--- src/common/fdc_status_regs.vh ---
// Purpose: offsets, field positions, reset values and modes of the drive status and control block
// Assumes: included by bare name from the design file
// Notes: offsets are relative to the controller base address
`ifndef FDC_STATUS_REGS_VH
`define FDC_STATUS_REGS_VH

// register offsets
`define OFS_STATUS_A 3'h0
`define OFS_STATUS_B 3'h1
`define OFS_OUTPUT_CTRL 3'h2
`define OFS_TAPE_SELECT 3'h3
`define OFS_MAIN_STATUS 3'h4
`define OFS_RATE_SELECT 3'h4
`define OFS_CMD_DATA 3'h5
`define OFS_RESERVED 3'h6
`define OFS_INPUT_STATUS 3'h7
`define OFS_CONFIG_CTRL 3'h7

// output control fields
`define OC_DRIVE_SEL_LO 0
`define OC_DRIVE_SEL_HI 1
`define OC_SOFT_RESET_N 2
`define OC_DMA_GATE 3
`define OC_MOTOR_LO 4
`define OC_MOTOR_HI 7
`define OC_RESET_VALUE 8'h00

// compatibility modes
`define MODE_PLAIN 2'h0
`define MODE_EXTENDED 2'h1
`define MODE_ALTERNATE 2'h2

// fixed bits of extended status b
`define SB_EXT_FIXED 2'h3

// least soft reset time, ns, and the clock period, ns
`define SOFT_RESET_MIN_NS 100
`define CLK_PERIOD_NS 40

`endif

--- src/logic/fdc_status_drive_control.v ---
// Purpose: host-visible status a/b and drive output control of a floppy disk controller
// Assumes: ISA-style strobes from pins, controller core on the same clock
// Notes: only status a/b and output control are held here; other offsets except reserved offset 6 go to the core
// Overview of operation
// [RULE1]: eight offsets decoded; 0 to 2 held here, offset 6 reserved, others handed to the core.
// [RULE2]: plain mode reads of status a and b leave the bus undriven.
// [RULE3]: extended status a layout: int, drive2_n, step, trk0_n, side, index_n, wp_n, dir.
// [RULE4]: alternate status a: int, drq, step latch, trk0, side_n, index, wp, dir_n.
// [RULE5]: step latch sets on step going active; clears on input read or resets.
// [RULE6]: extended status b: 1,1, select bit 0, wr toggle, rd toggle, gate, motors 1,0.
// [RULE7]: read and write data inactive edges flip their toggle bits.
// [RULE8]: motor and select mirrors clear on hardware reset only.
// [RULE9]: alternate status b: drive2_n, sel1_n, sel0_n, latches, sel3_n, sel2_n.
// [RULE10]: gate latch on gate rise, data latches on inactive edges, cleared by input read.
// [RULE11]: output control: motors 7..4, dma gate, soft reset_n, select; resets to zero.
// [RULE12]: select bits decode to exactly one of four select lines; none while the controller is in reset.
// [RULE13]: writing 0 to bit 2 holds the controller in reset until 1 written.
// [RULE14]: software holds soft reset at least 100 ns; two writes suffice.
// [RULE15]: plain and alternate modes gate dma and interrupt pins with the dma gate bit.
// [RULE16]: extended mode keeps dma and interrupt pins enabled, even during soft reset; hardware reset disables them.
// [RULE17]: each motor bit drives its motor-on output active.
// [RULE18]: software activates drives 0..3 with 1C, 2D, 4E, 8F.
// [RULE19]: status a and b reads blocked in configuration mode.
// [RULE20]: static mode input switches layouts and gating, keeping output control contents.
`include "fdc_status_regs.vh"

module fdc_status_drive_control (
  // clock and reset
  input wire core_clk_in,
  input wire sys_rst_in,
  // host i/o bus pins
  input wire io_rd_n_in,
  input wire io_wr_n_in,
  input wire [2:0] io_addr_in,
  input wire [7:0] io_data_in,
  output reg [7:0] io_data_out,
  output reg io_data_oe_out,
  // strap and configuration state
  input wire [1:0] compat_mode_in,
  input wire config_mode_in,
  // controller core, same clock
  input wire step_in,
  input wire write_gate_in,
  input wire write_data_n_in,
  input wire direction_in,
  input wire head_side_in,
  input wire floppy_interrupt_in,
  input wire drq_in,
  input wire [7:0] core_rdata_in,
  output reg core_rd_out,
  output reg core_wr_out,
  output reg [2:0] core_addr_out,
  output reg [7:0] core_wdata_out,
  output reg ctrl_reset_out,
  output reg dack_n_gated_out,
  output reg tc_gated_out,
  // drive interface pins
  input wire second_drive_present_n_in,
  input wire track_zero_n_in,
  input wire index_pulse_n_in,
  input wire write_protect_n_in,
  input wire read_data_n_in,
  input wire dack_n_in,
  input wire tc_in,
  output reg [3:0] drive_select_line_n_out,
  output reg [3:0] motor_on_n_out,
  output reg floppy_interrupt_out,
  output reg floppy_interrupt_oe_out,
  output reg drq_out,
  output reg drq_oe_out
);

  // two-stage synchronisers for every pin input
  reg [19:0] pin_meta_reg;
  reg [19:0] pin_sync_reg;
  wire [19:0] pin_raw = {io_rd_n_in, io_wr_n_in, io_addr_in, io_data_in, second_drive_present_n_in,
                         track_zero_n_in, index_pulse_n_in, write_protect_n_in, read_data_n_in,
                         dack_n_in, tc_in};

  // reset to idle pin levels, tc low, so no false strobe or count follows reset
  always @(posedge core_clk_in)
  begin
    if (sys_rst_in)
    begin
      pin_meta_reg <= 20'hFFFFE;
      pin_sync_reg <= 20'hFFFFE;
    end
    else
    begin
      pin_meta_reg <= pin_raw;
      pin_sync_reg <= pin_meta_reg;
    end
  end

  wire rd_n_s = pin_sync_reg[19];
  wire wr_n_s = pin_sync_reg[18];
  wire [2:0] addr_s = pin_sync_reg[17:15];
  wire [7:0] wdata_s = pin_sync_reg[14:7];
  wire drive2_n_s = pin_sync_reg[6];
  wire trk0_n_s = pin_sync_reg[5];
  wire index_n_s = pin_sync_reg[4];
  wire wp_n_s = pin_sync_reg[3];
  wire rdata_n_s = pin_sync_reg[2];
  wire dack_n_s = pin_sync_reg[1];
  wire tc_s = pin_sync_reg[0];

  // edge history of strobes and disk signals
  reg rd_n_d_reg;
  reg wr_n_d_reg;
  reg rdata_n_d_reg;
  reg wdata_n_d_reg;
  reg step_d_reg;
  reg write_gate_d_reg;

  always @(posedge core_clk_in)
  begin
    if (sys_rst_in)
    begin
      rd_n_d_reg <= 1'b1;
      wr_n_d_reg <= 1'b1;
      rdata_n_d_reg <= 1'b1;
      wdata_n_d_reg <= 1'b1;
      step_d_reg <= 1'b0;
      write_gate_d_reg <= 1'b0;
    end
    else
    begin
      rd_n_d_reg <= rd_n_s;
      wr_n_d_reg <= wr_n_s;
      rdata_n_d_reg <= rdata_n_s;
      wdata_n_d_reg <= write_data_n_in;
      step_d_reg <= step_in;
      write_gate_d_reg <= write_gate_in;
    end
  end

  // one access per strobe, taken on its falling edge
  wire rd_start = rd_n_d_reg & ~rd_n_s;
  wire wr_start = wr_n_d_reg & ~wr_n_s;
  wire rd_end = rd_n_s;
  wire rdata_inactive_edge = ~rdata_n_d_reg & rdata_n_s;
  wire wdata_inactive_edge = ~wdata_n_d_reg & write_data_n_in;
  wire step_rise = ~step_d_reg & step_in;
  wire write_gate_rise = ~write_gate_d_reg & write_gate_in;
  wire input_read = rd_start & (addr_s == `OFS_INPUT_STATUS);

  // output control register
  reg [7:0] out_ctrl_reg;
  wire [7:0] out_ctrl_next;
  assign out_ctrl_next = (wr_start && addr_s == `OFS_OUTPUT_CTRL) ? wdata_s : out_ctrl_reg;

  always @(posedge core_clk_in)
  begin
    if (sys_rst_in)
      out_ctrl_reg <= `OC_RESET_VALUE; // [RULE11] [RULE8]
    else
      out_ctrl_reg <= out_ctrl_next; // [RULE11] [RULE20]
  end

  // hardware or software reset of the controller
  reg ctrl_reset_reg;
  always @(posedge core_clk_in)
  begin
    if (sys_rst_in)
      ctrl_reset_reg <= 1'b1;
    else
      ctrl_reset_reg <= ~out_ctrl_next[`OC_SOFT_RESET_N]; // [RULE13] [RULE14]
  end

  // event latches and toggles; a set in the clearing cycle wins
  reg step_latch_reg;
  reg write_gate_latch_reg;
  reg rdata_latch_reg;
  reg wdata_latch_reg;
  reg rdata_toggle_reg;
  reg wdata_toggle_reg;

  always @(posedge core_clk_in)
  begin
    if (sys_rst_in)
    begin
      step_latch_reg <= 1'b0;
      write_gate_latch_reg <= 1'b0;
      rdata_latch_reg <= 1'b0;
      wdata_latch_reg <= 1'b0;
      rdata_toggle_reg <= 1'b0;
      wdata_toggle_reg <= 1'b0;
    end
    else
    begin
      step_latch_reg <= step_rise | (step_latch_reg & ~input_read & ~ctrl_reset_reg); // [RULE5]
      write_gate_latch_reg <= write_gate_rise | (write_gate_latch_reg & ~input_read); // [RULE10]
      rdata_latch_reg <= rdata_inactive_edge | (rdata_latch_reg & ~input_read); // [RULE10]
      // write latch deliberately not qualified by write gate
      wdata_latch_reg <= wdata_inactive_edge | (wdata_latch_reg & ~input_read); // [RULE10]
      rdata_toggle_reg <= rdata_toggle_reg ^ rdata_inactive_edge; // [RULE7]
      wdata_toggle_reg <= wdata_toggle_reg ^ wdata_inactive_edge; // [RULE7]
    end
  end

  // binary select decode; lines stay idle while the controller is in reset
  function [3:0] select_decode;
    input [1:0] sel;
    input hold;
    begin
      select_decode = hold ? 4'hF : ~(4'h1 << sel); // [RULE12]
    end
  endfunction

  wire [3:0] select_n;
  wire [3:0] motor_bits;
  assign select_n = select_decode(out_ctrl_next[`OC_DRIVE_SEL_HI:`OC_DRIVE_SEL_LO],
                                  ~out_ctrl_next[`OC_SOFT_RESET_N]);
  assign motor_bits = out_ctrl_reg[`OC_MOTOR_HI:`OC_MOTOR_LO];

  // live core bits read as idle during reset so status shows its reset values
  wire live_int;
  wire live_step;
  wire live_side;
  wire live_dir;
  assign live_int = floppy_interrupt_in & ~ctrl_reset_reg;
  assign live_step = step_in & ~ctrl_reset_reg;
  assign live_side = head_side_in & ~ctrl_reset_reg;
  assign live_dir = direction_in & ~ctrl_reset_reg;

  wire [7:0] status_a_ext;
  wire [7:0] status_a_alt;
  wire [7:0] status_b_ext;
  wire [7:0] status_b_alt;
  assign status_a_ext = {live_int, drive2_n_s, live_step, trk0_n_s, live_side, index_n_s,
                         wp_n_s, live_dir}; // [RULE3]
  assign status_a_alt = {live_int, drq_in & ~ctrl_reset_reg, step_latch_reg, ~trk0_n_s,
                         ~live_side, ~index_n_s, ~wp_n_s, ~live_dir}; // [RULE4]
  assign status_b_ext = {`SB_EXT_FIXED, out_ctrl_reg[`OC_DRIVE_SEL_LO], wdata_toggle_reg,
                         rdata_toggle_reg, write_gate_in, motor_bits[1:0]}; // [RULE6] [RULE8]
  assign status_b_alt = {drive2_n_s, drive_select_line_n_out[1:0], wdata_latch_reg,
                         rdata_latch_reg, write_gate_latch_reg,
                         drive_select_line_n_out[3:2]}; // [RULE9]

  // read data choice; flag low leaves the bus undriven
  reg [7:0] rd_value;
  reg rd_drive;
  always @*
  begin
    rd_value = 8'h00;
    rd_drive = 1'b0;
    case (addr_s)
      `OFS_STATUS_A:
      begin
        rd_drive = (compat_mode_in != `MODE_PLAIN) & ~config_mode_in; // [RULE2] [RULE19]
        rd_value = (compat_mode_in == `MODE_EXTENDED) ? status_a_ext : status_a_alt; // [RULE20]
      end
      `OFS_STATUS_B:
      begin
        rd_drive = (compat_mode_in != `MODE_PLAIN) & ~config_mode_in; // [RULE2] [RULE19]
        rd_value = (compat_mode_in == `MODE_EXTENDED) ? status_b_ext : status_b_alt; // [RULE20]
      end
      `OFS_OUTPUT_CTRL:
      begin
        rd_drive = 1'b1;
        rd_value = out_ctrl_reg;
      end
      `OFS_RESERVED:
      begin
        rd_drive = 1'b0; // [RULE1]
        rd_value = 8'h00;
      end
      default:
      begin
        // tape, main status, data and input registers belong to the core
        rd_drive = 1'b1;
        rd_value = core_rdata_in;
      end
    endcase
  end

  function is_core_offset;
    input [2:0] ofs;
    begin
      is_core_offset = (ofs == `OFS_TAPE_SELECT) | (ofs == `OFS_MAIN_STATUS) |
                       (ofs == `OFS_CMD_DATA) | (ofs == `OFS_INPUT_STATUS); // [RULE1]
    end
  endfunction

  // host read bus: captured at strobe start, core data refreshed while held
  reg rd_active_reg;
  always @(posedge core_clk_in)
  begin
    if (sys_rst_in)
    begin
      rd_active_reg <= 1'b0;
      io_data_out <= 8'h00;
      io_data_oe_out <= 1'b0;
    end
    else if (rd_start)
    begin
      rd_active_reg <= 1'b1;
      io_data_out <= rd_value;
      io_data_oe_out <= rd_drive;
    end
    else if (rd_end)
    begin
      rd_active_reg <= 1'b0;
      io_data_out <= 8'h00;
      io_data_oe_out <= 1'b0;
    end
    else if (rd_active_reg && is_core_offset(addr_s))
      io_data_out <= core_rdata_in;
  end

  // hand-off of core offsets
  always @(posedge core_clk_in)
  begin
    if (sys_rst_in)
    begin
      core_rd_out <= 1'b0;
      core_wr_out <= 1'b0;
      core_addr_out <= 3'h0;
      core_wdata_out <= 8'h00;
    end
    else
    begin
      core_rd_out <= rd_start & is_core_offset(addr_s); // [RULE1]
      core_wr_out <= wr_start & is_core_offset(addr_s); // [RULE1]
      if ((rd_start | wr_start) && is_core_offset(addr_s))
      begin
        core_addr_out <= addr_s;
        core_wdata_out <= wdata_s;
      end
    end
  end

  // pin gating by mode and dma gate
  wire pins_enabled;
  assign pins_enabled = (compat_mode_in == `MODE_EXTENDED) | out_ctrl_next[`OC_DMA_GATE]; // [RULE15] [RULE16]

  always @(posedge core_clk_in)
  begin
    if (sys_rst_in)
    begin
      drive_select_line_n_out <= 4'hF;
      motor_on_n_out <= 4'hF;
      ctrl_reset_out <= 1'b1;
      floppy_interrupt_out <= 1'b0;
      floppy_interrupt_oe_out <= 1'b0;
      drq_out <= 1'b0;
      drq_oe_out <= 1'b0;
      dack_n_gated_out <= 1'b1;
      tc_gated_out <= 1'b0;
    end
    else
    begin
      drive_select_line_n_out <= select_n; // [RULE12]
      motor_on_n_out <= ~out_ctrl_next[`OC_MOTOR_HI:`OC_MOTOR_LO]; // [RULE17]
      ctrl_reset_out <= ~out_ctrl_next[`OC_SOFT_RESET_N]; // [RULE13]
      floppy_interrupt_out <= floppy_interrupt_in & pins_enabled;
      floppy_interrupt_oe_out <= pins_enabled; // [RULE15] [RULE16]
      drq_out <= drq_in & pins_enabled;
      drq_oe_out <= pins_enabled; // [RULE15] [RULE16]
      dack_n_gated_out <= dack_n_s | ~pins_enabled; // [RULE15]
      tc_gated_out <= tc_s & pins_enabled; // [RULE15]
    end
  end

endmodule // fdc_status_drive_control

--- config.mk ---
export PLATFORM = sky130hd
export DESIGN_NAME = fdc_status_drive_control
export DESIGN_NICKNAME = d
export VERILOG_FILES = /design/src/logic/fdc_status_drive_control.v
export VERILOG_INCLUDE_DIRS = /design/src /design/src/common
export SDC_FILE = /design/constraint.sdc
export NUM_CORES = 1
export LEC_CHECK = 0
export BUFFER_PORTS_ARGS = -buffer_cell sky130_fd_sc_hd__buf_2
export CORE_ASPECT_RATIO = 1.5
export CORE_MARGIN = 2
export CORE_UTILIZATION = 46
export DETAILED_ROUTE_END_ITERATION = 12
export GPL_TIMING_DRIVEN = 0
export PLACE_DENSITY = 0.73
export SLEW_MARGIN = 5
export SYNTH_ARGS = -nofsm -noshare
export SYNTH_HDL_FRONTEND = slang
export SYNTH_SLANG_ARGS = --single-unit
--- constraint.sdc ---
create_clock -name core_clk_in -period 3.9 [get_ports core_clk_in]
set_input_delay 0.39 -clock core_clk_in [delete_from_list [all_inputs] [get_ports core_clk_in]]
set_output_delay 0.39 -clock core_clk_in [all_outputs]
set_load 0.02 [all_outputs]
==> qor_table.md <==
| Group | Item | This run |
|:---|:---|:---|
| status | Result of the run | finished clean |
| timing | Final max-slew violation count | 0 |
| grt | Antenna violations before repair | 0 |
| route | First-pass DRT Iterations | 6 |
| route | Post-DR wirelength/cell | 13.1 microns |
| die | Die area | 8280 sq um |
| grt | Global router's overall resource usage | 18.5% |
| placed design | Placed Cells | 517 |
| die | Initial Util | 47.7% |
| pwr | Highest ir drop seen on vdd | 0.232 mV |
| timing | RSZ-0062 raised after global routing | false |
| die | Floorplan die width | 75.0 microns |
| grt | Via count of the first global-routing pass | 2480 |
| grt | Largest net degree at the start of global routing | 16 |
| clocking | Worst-Skew Late Latency | 0.36 ns |
| route | Detailed-route DRC error count | 0 |
| timing | Final clock period utilization by the worst path | 48.6% |
| logic synthesis | Proportion of netlist area held by the largest area contributor | 55.9% |
| placed design | Routability-driven placement congestion ratio | 0.857 |
| clocking | Clock tree from TritonCTS | built |
| pwr | Power density normalized to cell area | 426 nW/um^2 |
| clocking | Total clock sinks | 97 |
| setup path | Maximum fanout along the worst path | 10 |
| pwr | Sequential group share of total power | 59.0% |
| timing | Clock tree skew after final layout | 0.00862 ns |
| setup path | Arrival @ worst endpoint | 2.14 ns |
| timing | Highest clock frequency the design can meet | 527 MHz |
| route | Routed via count | 2515 |
| setup path | Type of the setup path with the least slack | reg2reg |
| finish | Utilization of the core after routing | 57.1% |
| route | Residual antenna-violating net count after detailed routing | 0 |
| pwr | Internal Pwr Total | 1.35 mW |
| die | Area of the core region | 7270 sq um |
| finish | Area added between synthesis and finish | 19.5% |
| clocking | # hold bufs at CTS | 0 |
| finish | Proportion of layout cells with a drive suffix above 1 | 36.0% |
| timing | Final hold violations | 0 |
| pwr | Switching fraction of total power | 23.9% |
| timing | Setup TNS after final layout | 0 ns |
| route | Detailed router's first-iteration violation count | 139 |
| finish | Antenna diode count | 0 |
| die | Number of top-level design ports | 77 |
| logic synthesis | Sequential cell area fraction in the yosys report | 55.9% |
| timing | Final-layout worst hold slack | 0.206 ns |
| logic synthesis | Library cells used by synthesis | 40 |
| clocking | Maximum buffer depth of the clock tree | 2 |
| logic synthesis | Number of synthesis warnings | 0 |
| clocking | Number of levels the H-tree was split into | 3 |
| setup path | CP endpoint kind | flop |
| pwr | Part of the total power dissipated in combinational logic | 8.6% |
| route | Total detailed-routing wirelength | 7010 microns |
| logic synthesis | Largest cells by area after synthesis | dfxtp_1 (56%), or2_2 (8.5%), mux2i_1 (7.5%) |
| clocking | Count of instances resized after the clock tree is built | 0 |
| placed design | Final HPWL DP | 5320 microns |
| logic synthesis | Synthesized net count | 381 |
| clocking | CTS buffer count | 9 |
| pwr | Switching power total | 0.424 mW |
| die | Die H | 110 microns |
| pwr | Leak Pwr | 1.79 nW |
| die | Site row count | 38 |
| logic synthesis | Synth Register Bits | 97 |
| timing | Time the worst path needs with I/O delays and setup | 1.90 ns |
| route | Number of vias per cell after detailed routing | 4.72 |
| logic synthesis | Library cell with the largest summed area after synthesis | dfxtp_1 |
| clocking | Buffer cell driving the clock tree root | clkbuf_8 |
| grt | Grt ovf | 0 |
| finish | Post-layout nets | 468 |
| logic synthesis | Syn Area/Cell | 10.2 sq um |
| flow run | Maxcap violations | 0 |
| timing | Worst Tran Pin Value | 0.731 ns |
| grt | Global-route wire length before repair | 11600 microns |
| placed design | Count of input and output buffers | 76 |
| pwr | Clock network fraction of design power | 32.4% |
| logic synthesis | Syn Inst Count | 341 |
| logic synthesis | Post-Synthesis Cell Area | 3470 sq um |
| clocking | Setup bufs post-CTS | 0 |
| hold path | Worst hold path class | in2reg |
| timing | Endpoints failing setup | 0 |
| timing | Max-slew headroom at the worst pin | 50.9% |
| finish | Final Instance Count excl. Fillers | 533 |
| setup path | Startpoint type of the worst setup path | flop |
| setup path | Required @ worst endpoint | 4.14 ns |
| clocking | Reg clk slew, reported paths | 0.08 ns |
-- power groups by stage --
stage,registers [mW],logic [mW],clock network (mW)
2_1_floorplan,1.08,0.0848,0
3_3_place_gp,1.07,0.151,0
3_5_place_dp,1.07,0.154,0
4_1_cts,1.05,0.154,0.588
5_1_grt,1.05,0.169,0.636
6_report,1.04,0.152,0.573
-- through the flow --
step | setup WS, ns | power [mW] | area (sq um)
floorplan | 2.28 | 1.16 | 3470
global placement | 2.08 | 1.22 | 3980
detailed placement | 2.05 | 1.22 | 3980
CTS | 2.03 | 1.79 | 4150
global route | 1.84 | 1.85 | 4150
finish | 2.00 | 1.77 | 4150
-- cells in the final DEF, fill, tap and decap left out, types with 5 or more instances in the layout --
cell type / n
dfxtp_1: 97
buf_2: 81
or2_2: 47
nor2_1: 35
mux2i_1: 26
a21oi_1: 23
clkbuf_1: 12
nor2b_1: 12
o21ai_0: 12
clkbuf_8: 10
inv_1: 9
xnor2_1: 7
nand2b_1: 5
nor3_1: 5
-- critical path, stage by stage, from the launching register on --
cell      delay, ns
dfxtp_1        0.43
buf_2          0.24
buf_2          0.24
clkbuf_1       0.37
nor2_1         0.09
a22oi_1        0.29
o22ai_1        0.11
-- routing by layer --
metal  track usage [%]  routed length [microns]
met5                 0                        0
met4              10.4                      260
met3              5.66                      399
met2              29.4                     3490
met1              21.4                     2860
-- layout make-up --
cell class / count / area [sq um]
Inverter: 9 / 33.8
Clock buffer: 11 / 141
Sequential cell: 97 / 1940
Tap cell: 100 / 125
Fill cell: 682 / 3120
Multi-Input combinational cell: 214 / 1390
Clock inverter: 5 / 31.3
Buffer: 21 / 111
Timing Repair Buffer: 76 / 380
-- path summary, 6_finish.rpt --
check,start,slack (ns),to,depth (start not counted)
setup / recovery,pin_sync_reg[16],2.00,io_data_out[6],6
setup reg to reg,pin_sync_reg[16],2.00,io_data_out[6],6
hold reg to reg,pin_meta_reg[17],0.41,pin_sync_reg[17],1
hold / removal,second_drive_present_n_in,0.21,pin_meta_reg[6],2
-- cells in the mapped netlist, drive strengths merged --
library cell  instances
mux2i                26
nand2                 4
o22ai                 1
a211o                 1
inv                   9
o21bai                1
clkbuf               11
a21oi                24
nor4bb                1
nor3                  5
a221oi                1
nor2b                12
nand3                 4
a31oi                 1
a22oi                 1
o21ai                12
a2bb2oi               1
buf                  10
nor4b                 1
or2                  47
and2                  3
nor2                 35
a221o                 1
o22a                  2
a211oi                1
nor3b                 3
o31ai                 3
xnor2                 7
mux2                  2
nand4                 1
nand2b                6
and3                  2
nand3b                4
or3b                  1
dfxtp                97
-- logic make-up after synthesis --
family          after synthesis  synth area share (%)
xor+xnor                      7                  1.77
mux                          28                  8.25
compound gates               50                  8.79
simple gates                129                  21.1
flops                        97                  55.9
buf+inv                      30                  4.18
(Power assumes the default switching activity.)
